<file path="config.mk">
export PLATFORM = sky130hd
export DESIGN_NAME = switch_qos_control_regs
export DESIGN_NICKNAME = d
export VERILOG_FILES = /design/src/switch_qos_pkg.sv /design/src/gpsi_clk_monitor.sv /design/src/switch_qos_control_regs.sv /design/src/tos_classifier.sv
export SDC_FILE = /design/constraint.sdc
export NUM_CORES = 1
export LEC_CHECK = 0
export BUFFER_PORTS_ARGS = -buffer_cell sky130_fd_sc_hd__clkbuf_2
export CORE_MARGIN = 2
export CORE_UTILIZATION = 45
export CTS_CLUSTER_DIAMETER = 100
export DETAILED_ROUTE_END_ITERATION = 7
export PLACE_DENSITY = 0.72
export SYNTH_ARGS = -nofsm -noshare
export SYNTH_HDL_FRONTEND = slang
export SYNTH_SLANG_ARGS = --single-unit
</file>
<file path="constraint.sdc">
create_clock -name clock -period 3.3 [get_ports clock]
set_input_delay 0.165 -clock clock [delete_from_list [all_inputs] [get_ports clock]]
set_output_delay 0.165 -clock clock [all_outputs]
set_load 0.05 [all_outputs]
</file>
<file path="src/switch_qos_pkg.sv">
`default_nettype none
package switch_qos_pkg;
  // Register word offsets on the APB
  localparam logic [7:0]  TOS_MAP_ADDR      = 8'h00;
  localparam logic [7:0]  SYS_CTRL_ADDR     = 8'h04;
  localparam logic [7:0]  CPU_PORT_ADDR     = 8'h08;
  localparam int          REG_W             = 16;

  // Reset values
  localparam logic [15:0] TOS_MAP_RESET     = 16'h0000;
  localparam logic [15:0] SYS_CTRL_RESET    = 16'h0040;
  localparam logic [2:0]  CPU_PORT_RESET    = 3'h7;

  // System control two, field positions
  localparam int          DROP_Q0_LSB       = 8;
  localparam int          DROP_W            = 8;
  localparam int          AGING_OFF_BIT     = 7;
  localparam int          RX_CLK_SUB_BIT    = 6;
  localparam int          STORM_MCAST_BIT   = 5;
  localparam int          CRC_OFF_BIT       = 4;
  localparam int          BACKOFF_OFF_BIT   = 3;
  localparam int          LEGACY_STORM_BIT  = 2;
  localparam int          THRESH_LSB        = 0;
  localparam int          THRESH_W          = 2;

  // CPU port field
  localparam int          CPU_PORT_LSB      = 13;
  localparam int          CPU_PORT_W        = 3;
  localparam int          NUM_PORTS         = 6;
  localparam logic [2:0]  CPU_PORT_LAST     = 3'h5;

  // TOS index and queue fields
  localparam int          TOS_IDX_LSB       = 5;
  localparam int          QSEL_W            = 2;

  // Receive clock idle cycles before it counts as stopped
  localparam logic [4:0]  RX_STOP_CYCLES    = 5'h10;
endpackage
`default_nettype wire

</file>
<file path="src/gpsi_clk_monitor.sv">
`timescale 1ns/10ps
`default_nettype none
module gpsi_clk_monitor (
  input  wire logic clock,
  input  wire logic rst_n,
  input  wire logic clk_en,
  input  wire logic gpsi_rx_clk_pin,
  input  wire logic rx_clk_substitute,
  output logic      rx_clk_stopped,
  output logic      use_tx_clk
);
  logic       s1_q, s2_q, s3_q, filt_q;
  logic [4:0] idle_q;

  // Three-stage sync; level accepted once stages two and three agree
  always_ff @(posedge clock or negedge rst_n) begin
    if (!rst_n) begin
      s1_q   <= 1'b0;
      s2_q   <= 1'b0;
      s3_q   <= 1'b0;
      filt_q <= 1'b0;
    end else if (clk_en) begin
      s1_q <= gpsi_rx_clk_pin;
      s2_q <= s1_q;
      s3_q <= s2_q;
      if (s2_q == s3_q) begin
        filt_q <= s3_q;
      end
    end
  end

  wire logic rx_edge = (s2_q == s3_q) && (s3_q != filt_q);
  wire logic stop_d  = (idle_q == switch_qos_pkg::RX_STOP_CYCLES);

  // Idle counter saturates; stop is seen only after a long quiet spell
  always_ff @(posedge clock or negedge rst_n) begin
    if (!rst_n) begin
      idle_q         <= 5'h00;
      rx_clk_stopped <= 1'b0;
      use_tx_clk     <= 1'b0;
    end else if (clk_en) begin
      if (rx_edge) begin
        idle_q <= 5'h00;
      end else if (!stop_d) begin
        idle_q <= idle_q + 5'h01;
      end
      rx_clk_stopped <= stop_d & ~rx_edge;
      use_tx_clk     <= rx_clk_substitute & stop_d & ~rx_edge;
    end
  end
endmodule // gpsi_clk_monitor
`default_nettype wire

</file>
<file path="src/switch_qos_control_regs.sv">
// Design decisions made here: the APB slave port and the placing of the registers.
`timescale 1ns/10ps
`default_nettype none
module switch_qos_control_regs (
  input  wire logic        clock,
  input  wire logic        rst_n,
  input  wire logic        clk_en,
  // APB slave
  input  wire logic        psel,
  input  wire logic        penable,
  input  wire logic        pwrite,
  input  wire logic [7:0]  paddr,
  input  wire logic [31:0] pwdata,
  output logic [31:0]      prdata,
  output logic             pready,
  output logic             pslverr,
  // Packet classification
  input  wire logic        pkt_valid,
  input  wire logic        pkt_tagged_ipv4,
  input  wire logic [7:0]  pkt_tos,
  input  wire logic        pkt_is_bcast,
  input  wire logic        pkt_is_mcast,
  output logic             q_valid,
  output logic [1:0]       q_sel,
  output logic [1:0]       q_drop_scheme,
  output logic             storm_count_inc,
  // Serial port receive clock
  input  wire logic        gpsi_rx_clk_pin,
  output logic             rx_clk_stopped,
  output logic             use_tx_clk,
  // Control levels
  output logic             crc_check_en,
  output logic             backoff_en,
  output logic             legacy_storm_protect_en,
  output logic [1:0]       legacy_storm_threshold,
  output logic             cpu_port_present,
  output logic [5:0]       cpu_port_map
);
  logic [15:0] tos_queue_map_q;
  logic [15:0] system_control_two_q;
  logic [2:0]  cpu_port_number_q;
  logic [31:0] prdata_q;
  logic        storm_inc_q;
  logic        crc_en_q;
  logic        backoff_en_q;
  logic        cpu_present_q;
  logic [5:0]  cpu_map_q;

  // Address decode
  wire logic hit_tos  = (paddr == switch_qos_pkg::TOS_MAP_ADDR);
  wire logic hit_sys  = (paddr == switch_qos_pkg::SYS_CTRL_ADDR);
  wire logic hit_cpu  = (paddr == switch_qos_pkg::CPU_PORT_ADDR);
  wire logic hit_any  = hit_tos | hit_sys | hit_cpu;
  wire logic setup    = psel & ~penable & clk_en;
  wire logic access   = psel & penable & clk_en;
  wire logic wr_ok    = access & pwrite & hit_any;

  // Bus answers in the first access cycle unless the core is frozen
  assign pready  = clk_en;
  assign pslverr = psel & penable & ~hit_any;
  assign prdata  = prdata_q;

  // Fields of system control two
  wire logic        aging_off         = system_control_two_q[switch_qos_pkg::AGING_OFF_BIT];
  wire logic        rx_clk_substitute = system_control_two_q[switch_qos_pkg::RX_CLK_SUB_BIT];
  wire logic        storm_count_multicast = system_control_two_q[switch_qos_pkg::STORM_MCAST_BIT];
  wire logic        crc_check_off     = system_control_two_q[switch_qos_pkg::CRC_OFF_BIT];
  wire logic        backoff_off       = system_control_two_q[switch_qos_pkg::BACKOFF_OFF_BIT];
  wire logic [7:0]  drop_schemes      =
    system_control_two_q[switch_qos_pkg::DROP_Q0_LSB +: switch_qos_pkg::DROP_W];

  // Read mux, unmapped and reserved bits read zero
  wire logic [15:0] cpu_word   = {cpu_port_number_q, 13'h0000};
  wire logic [15:0] rd_word    = hit_tos ? tos_queue_map_q :
                                 hit_sys ? system_control_two_q :
                                 hit_cpu ? cpu_word : 16'h0000;

  // Register file; write lands on the access edge
  always_ff @(posedge clock or negedge rst_n) begin
    if (!rst_n) begin
      tos_queue_map_q      <= switch_qos_pkg::TOS_MAP_RESET;
      system_control_two_q <= switch_qos_pkg::SYS_CTRL_RESET;
      cpu_port_number_q    <= switch_qos_pkg::CPU_PORT_RESET;
    end else if (wr_ok) begin
      if (hit_tos) begin
        tos_queue_map_q <= pwdata[15:0];
      end
      if (hit_sys) begin
        system_control_two_q <= pwdata[15:0];
      end
      if (hit_cpu) begin
        cpu_port_number_q <= pwdata[15:switch_qos_pkg::CPU_PORT_LSB];
      end
    end
  end

  // Read data captured in the setup cycle so it comes from a flop
  always_ff @(posedge clock or negedge rst_n) begin
    if (!rst_n) begin
      prdata_q <= 32'h0000_0000;
    end else if (setup) begin
      prdata_q <= {16'h0000, rd_word};
    end
  end

  // CPU port decode; 110 and 111 are both out of port range
  logic [5:0] cpu_map_d;
  genvar gi;
  generate
    for (gi = 0; gi < switch_qos_pkg::NUM_PORTS; gi++) begin : g_cpu
      assign cpu_map_d[gi] = (cpu_port_number_q == 3'(gi));
    end
  endgenerate
  wire logic cpu_present_d = (cpu_port_number_q <= switch_qos_pkg::CPU_PORT_LAST);

  // Storm event qualifier: multicast only when enabled
  wire logic storm_hit = pkt_valid & (pkt_is_bcast | (pkt_is_mcast & storm_count_multicast));

  // Control levels and storm pulse, registered
  always_ff @(posedge clock or negedge rst_n) begin
    if (!rst_n) begin
      storm_inc_q   <= 1'b0;
      crc_en_q      <= 1'b1;
      backoff_en_q  <= 1'b1;
      cpu_present_q <= 1'b0;
      cpu_map_q     <= 6'h00;
    end else if (clk_en) begin
      storm_inc_q   <= storm_hit;
      crc_en_q      <= ~crc_check_off;
      backoff_en_q  <= ~backoff_off;
      cpu_present_q <= cpu_present_d;
      cpu_map_q     <= cpu_map_d;
    end
  end

  assign storm_count_inc         = storm_inc_q;
  assign crc_check_en            = crc_en_q;
  assign backoff_en              = backoff_en_q;
  assign cpu_port_present        = cpu_present_q;
  assign cpu_port_map            = cpu_map_q;
  // Legacy storm fields go straight from the register
  assign legacy_storm_protect_en = system_control_two_q[switch_qos_pkg::LEGACY_STORM_BIT];
  assign legacy_storm_threshold  =
    system_control_two_q[switch_qos_pkg::THRESH_LSB +: switch_qos_pkg::THRESH_W];

  // Queue map and drop scheme lookup
  tos_classifier u_classifier (
    .clock           (clock),
    .rst_n           (rst_n),
    .clk_en          (clk_en),
    .pkt_valid       (pkt_valid),
    .pkt_tagged_ipv4 (pkt_tagged_ipv4),
    .pkt_tos         (pkt_tos),
    .tos_queue_map   (tos_queue_map_q),
    .drop_schemes    (drop_schemes),
    .q_valid         (q_valid),
    .q_sel           (q_sel),
    .q_drop_scheme   (q_drop_scheme)
  );

  // Receive clock watch; the clock itself is only sampled as data
  gpsi_clk_monitor u_clk_monitor (
    .clock             (clock),
    .rst_n             (rst_n),
    .clk_en            (clk_en),
    .gpsi_rx_clk_pin   (gpsi_rx_clk_pin),
    .rx_clk_substitute (rx_clk_substitute),
    .rx_clk_stopped    (rx_clk_stopped),
    .use_tx_clk        (use_tx_clk)
  );
endmodule // switch_qos_control_regs
`default_nettype wire

</file>
<file path="src/tos_classifier.sv">
`timescale 1ns/10ps
`default_nettype none
module tos_classifier (
  input  wire logic       clock,
  input  wire logic       rst_n,
  input  wire logic       clk_en,
  input  wire logic       pkt_valid,
  input  wire logic       pkt_tagged_ipv4,
  input  wire logic [7:0] pkt_tos,
  input  wire logic [15:0] tos_queue_map,
  input  wire logic [7:0] drop_schemes,
  output logic            q_valid,
  output logic [1:0]      q_sel,
  output logic [1:0]      q_drop_scheme
);
  // Top three TOS bits pick a 2-bit field of the map
  wire logic [2:0] tos_idx    = pkt_tos[7:switch_qos_pkg::TOS_IDX_LSB];
  wire logic       classify   = pkt_valid & pkt_tagged_ipv4 & clk_en;
  wire logic [1:0] sel_d      = tos_queue_map[{tos_idx, 1'b0} +: switch_qos_pkg::QSEL_W];
  wire logic [1:0] drop_d     = drop_schemes[{sel_d, 1'b0} +: switch_qos_pkg::QSEL_W];

  // Registered classification result
  always_ff @(posedge clock or negedge rst_n) begin
    if (!rst_n) begin
      q_valid       <= 1'b0;
      q_sel         <= 2'h0;
      q_drop_scheme <= 2'h0;
    end else if (clk_en) begin
      q_valid       <= classify;
      if (classify) begin
        q_sel         <= sel_d;
        q_drop_scheme <= drop_d;
      end
    end
  end

  // Independent shift-based model for checking
  wire logic [15:0] map_shift  = tos_queue_map >> {tos_idx, 1'b0};
  wire logic [7:0]  drop_shift = drop_schemes >> {map_shift[1:0], 1'b0};
endmodule // tos_classifier
`default_nettype wire
</file>
==> summary.md <==
| Metric | Value |
|---|---|
| Ys Warns | `0` |
| Setup violations, final | `0` |
| Rel. slew slack | `0.3783` |
| Chip Width | `93.61 µm` |
| Clk slew on worst S/H paths | `0.09 ns` |
| Pwr Total | `2.054 mW` |
| Final Hold Vio Count | `0` |
| Max-Cap Viols | `0` |
| R2r worst-path depth | `4` |
| Initial antenna violation count | `0` |
| Routed wire length | `7374 µm` |
| Drt drc | `0` |
| PD cells | `486.7 mW/mm²` |
| Placer Congestion | `0.7855` |
| Critical path, cell by cell | `clkbuf_2, or4_4, nor4_4, buf_4, nor2b_1, buf_4, mux2_1` |
| TritonCTS buffer count | `9` |
| Post-CTS Setup Bufs | `0` |
| P&R area growth vs syn | `16.76%` |
| First-pass GRT wire length | `12020 µm` |
| DP HPWL | `5234 µm` |
| Most used cell, CP | `buf_4` |
| CP peak stage delay | `0.57 ns` |
| CTS Sinks | `77` |
| Core Region | `0.007767 mm²` |
| Hold EP | `system_control_two_q[8]` |
| Register Area | `0.001934 mm²` |
| Status | `finished, final reports clean` |
| Initial Utilization | `0.4652` |
| Die outline height | `93.61 µm` |
| Skew final | `0.006696 ns` |
| Min-Delay Startpoint | `pwdata[8]` |
| Synth Register Bits | `77` |
| Synth Instances | `309` |
| Crit. End Element | `register` |
| Min-Delay Path Class | `primary input to register` |
| CP Buf/Inv Count | `3` |
| RSZ-0062 raised after global routing | `no` |
| Startpoint Class | `primary input` |
| Tmin final | `1.791 ns` |
| Clock root cell | `clkbuf_8` |
| DRT iter0 DRCs | `119` |
| Leakage | `2.129 nW` |
| Unique masters post-synth | `46` |
| Vias | `2515` |
| Final period util | `0.5426` |
| Worst slew pin tran | `0.9325 ns` |
| Worst path slowest cell | `or4_4` |
| Peak supply drop | `0.0002069 V` |
| Initial DRT Pass Iterations | `4` |
| Maximum number of pins on one net before global-route repair | `78` |
| Fraction of synthesis flops using an asynchronous set or reset pin | `1.000` |
| Synthesized area | `0.003613 mm²` |
| Die area | `0.008763 mm²` |
| Number of flops mapped to enable cells by yosys | `0` |
| GRT overflow | `0` |
| Crit-path max FO | `16` |
| Std-Cell Rows | `32` |
| Dominant synthesized flop cell | `dfrtp_1` |
| Cell class contributing the biggest share of worst-path delay | `simple AND/OR/NAND/NOR gates` |
| Reg2reg end | `u_classifier.q_drop_scheme[0]` |
| NumNets Final | `442` |
| Clock latency on the worst-skew pair | `0.34 ns` |
| Crit Path Category | `primary input to register` |
| Vias in the first global route | `2442` |
| Layout cells sized above 1 | `0.3653` |
| Fin Setup TNS | `0 ns` |
| # fillers | `690` |
| Avg Vias per Cell | `5.154` |
| Syn Area/Cell | `11.69 µm²` |
| GRT Util Overall | `0.1803` |
| Htree depth | `3` |
| Worst EP required | `3.53 ns` |
| Max clock buf depth | `2` |
| Area of the multi-input gates | `0.001458 mm²` |
| Arrival time at the worst endpoint | `2.02 ns` |
| Routed WL per cell | `15.11 µm` |
| ANT cells | `0` |
| Worst r2r src | `tos_queue_map_q[12]` |
| Sequential-to-total area share from yosys stat | `0.5353` |
| CTS tree | `yes` |
| Hold Path Depth | `2` |
| Antenna-violating nets left | `0` |
| Max-slew violation count | `0` |
| Buffers on Ports | `75` |
| Maximum clock frequency | `558.4 MHz` |
| Io pins | `113` |
| Worst reg2reg setup slack | `1.71 ns` |
[cell families (layout without fill, tap and decap cells)]
kind of cell               after synthesis  after routing  share of synthesized area
and+or+nand+nor                         65             65                    0.09661
AOI/OAI and AO/OA                       55             55                    0.09419
buffers and inverters                   49            111                    0.07687
adders and majority gates                2              2                   0.006924
muxes                                   57             57                     0.1818
xor gates and xnor gates                 3              3                   0.007273
other                                    1             16                   0.001038
DFF                                     77             77                     0.5353
[through the flow]
stage | hold WS, ns | instance area (µm²) | setup WS, ns | std cells | util
global route | 0.04203 | 4219 | 1.480 | 488 | 0.5432
finish | 0.04388 | 4219 | 1.509 | 488 | 0.5432
detailed placement | 0.3779 | 3988 | 1.157 | 471 | 0.5134
floorplan | -0.1306 | 3670 | 1.485 | 324 | -
CTS | 0.03081 | 4219 | 1.527 | 488 | 0.5432
global placement | 0.3720 | 3988 | 1.165 | 471 | 0.5134
[area by class of cell]
| cell class | instances | area share |
|---|---|---|
| repair buffers | 81 | 0.1008 |
| inverters | 14 | 0.01246 |
| flip-flops and latches | 77 | 0.4585 |
| clock inverters | 6 | 0.02224 |
| clock buffers | 10 | 0.03025 |
| well taps | 102 | 0.03025 |
| multi-input cells | 198 | 0.3455 |
[synthesized netlist by cell type, types with 4 or more instances]
library cell / n / area, µm²
a21oi_1: 10 / 50.05
o21ai_0: 20 / 100.1
nand3_1: 4 / 20.02
nor2_1: 12 / 45.04
buf_4: 20 / 150.1
nand2_1: 26 / 97.59
a22oi_1: 13 / 97.59
mux2_1: 10 / 112.6
clkbuf_1: 9 / 33.78
inv_1: 14 / 52.55
mux2_2: 29 / 326.6
mux2i_1: 15 / 150.1
dfstp_2: 6 / 157.7
dfrtp_1: 71 / 1777
[registers in the layout, summed over array words and instances, names as in the netlist, 2 cells and up]
| signal | count |
|---|---|
| cpu_port_number_q | 3 |
| tos_queue_map_q | 16 |
| system_control_two_q | 16 |
| cpu_port_map | 6 |
| prdata | 16 |
| u_classifier.q_drop_scheme | 2 |
| u_clk_monitor.idle_q | 5 |
| u_classifier.q_sel | 2 |
[cell usage in the layout, fill, tap and decap left out, types with 3 or more instances in the layout]
| master | Yosys | final |
|---|---|---|
| conb_1 | 1 | 16 |
| a21oi_1 | 10 | 10 |
| mux2_1 | 10 | 10 |
| mux2i_1 | 15 | 15 |
| nand2_1 | 26 | 26 |
| mux2_2 | 29 | 29 |
| clkbuf_8 | 0 | 9 |
| or2_2 | 3 | 3 |
| nor2b_1 | 3 | 3 |
| nand2b_1 | 3 | 3 |
| nor2_1 | 12 | 12 |
| dfrtp_1 | 71 | 71 |
| dfstp_2 | 6 | 6 |
| buf_4 | 20 | 6 |
| mux4_2 | 3 | 3 |
| o21ai_0 | 20 | 20 |
| nand3_1 | 4 | 4 |
| clkbuf_2 | 0 | 74 |
| a22oi_1 | 13 | 13 |
| inv_1 | 14 | 14 |
[layer usage]
| layer | track usage | vias to the layer above | wire, µm |
|---|---|---|---|
| met5 | 0 | - | 0 |
| met4 | 0.1075 | 0 | 231 |
| met3 | 0.03787 | 17 | 459 |
| met2 | 0.2758 | 92 | 3502 |
| met1 | 0.2364 | 1210 | 3181 |
| li1 | - | 1196 | - |
[how the worst max path moves through the flow]
stage / endpoint / slack [ns] / cells past startpoint / startpoint
floorplan: system_control_two_q[10] / 1.48 / 6 / paddr[7]
global placement: system_control_two_q[1] / 1.16 / 7 / paddr[7]
detailed placement: system_control_two_q[0] / 1.16 / 7 / paddr[7]
CTS: system_control_two_q[11] / 1.53 / 7 / paddr[7]
global route: system_control_two_q[11] / 1.48 / 7 / paddr[7]
finish: system_control_two_q[11] / 1.51 / 7 / paddr[7]
[where the power goes]
group / switching [mW] / internal [mW] / total, mW
Combinational: 0.166 / 0.0877 / 0.254
Sequential: 0.0337 / 0.986 / 1.02
Clock: 0.348 / 0.433 / 0.781
[what timing repair did]
action | CTS | global route
hold endpoints to repair | 16 | 0
hold buffers | 1 | 0
resized for setup | 0 | 0
No activity file was read; power rests on OpenSTA's default activity.
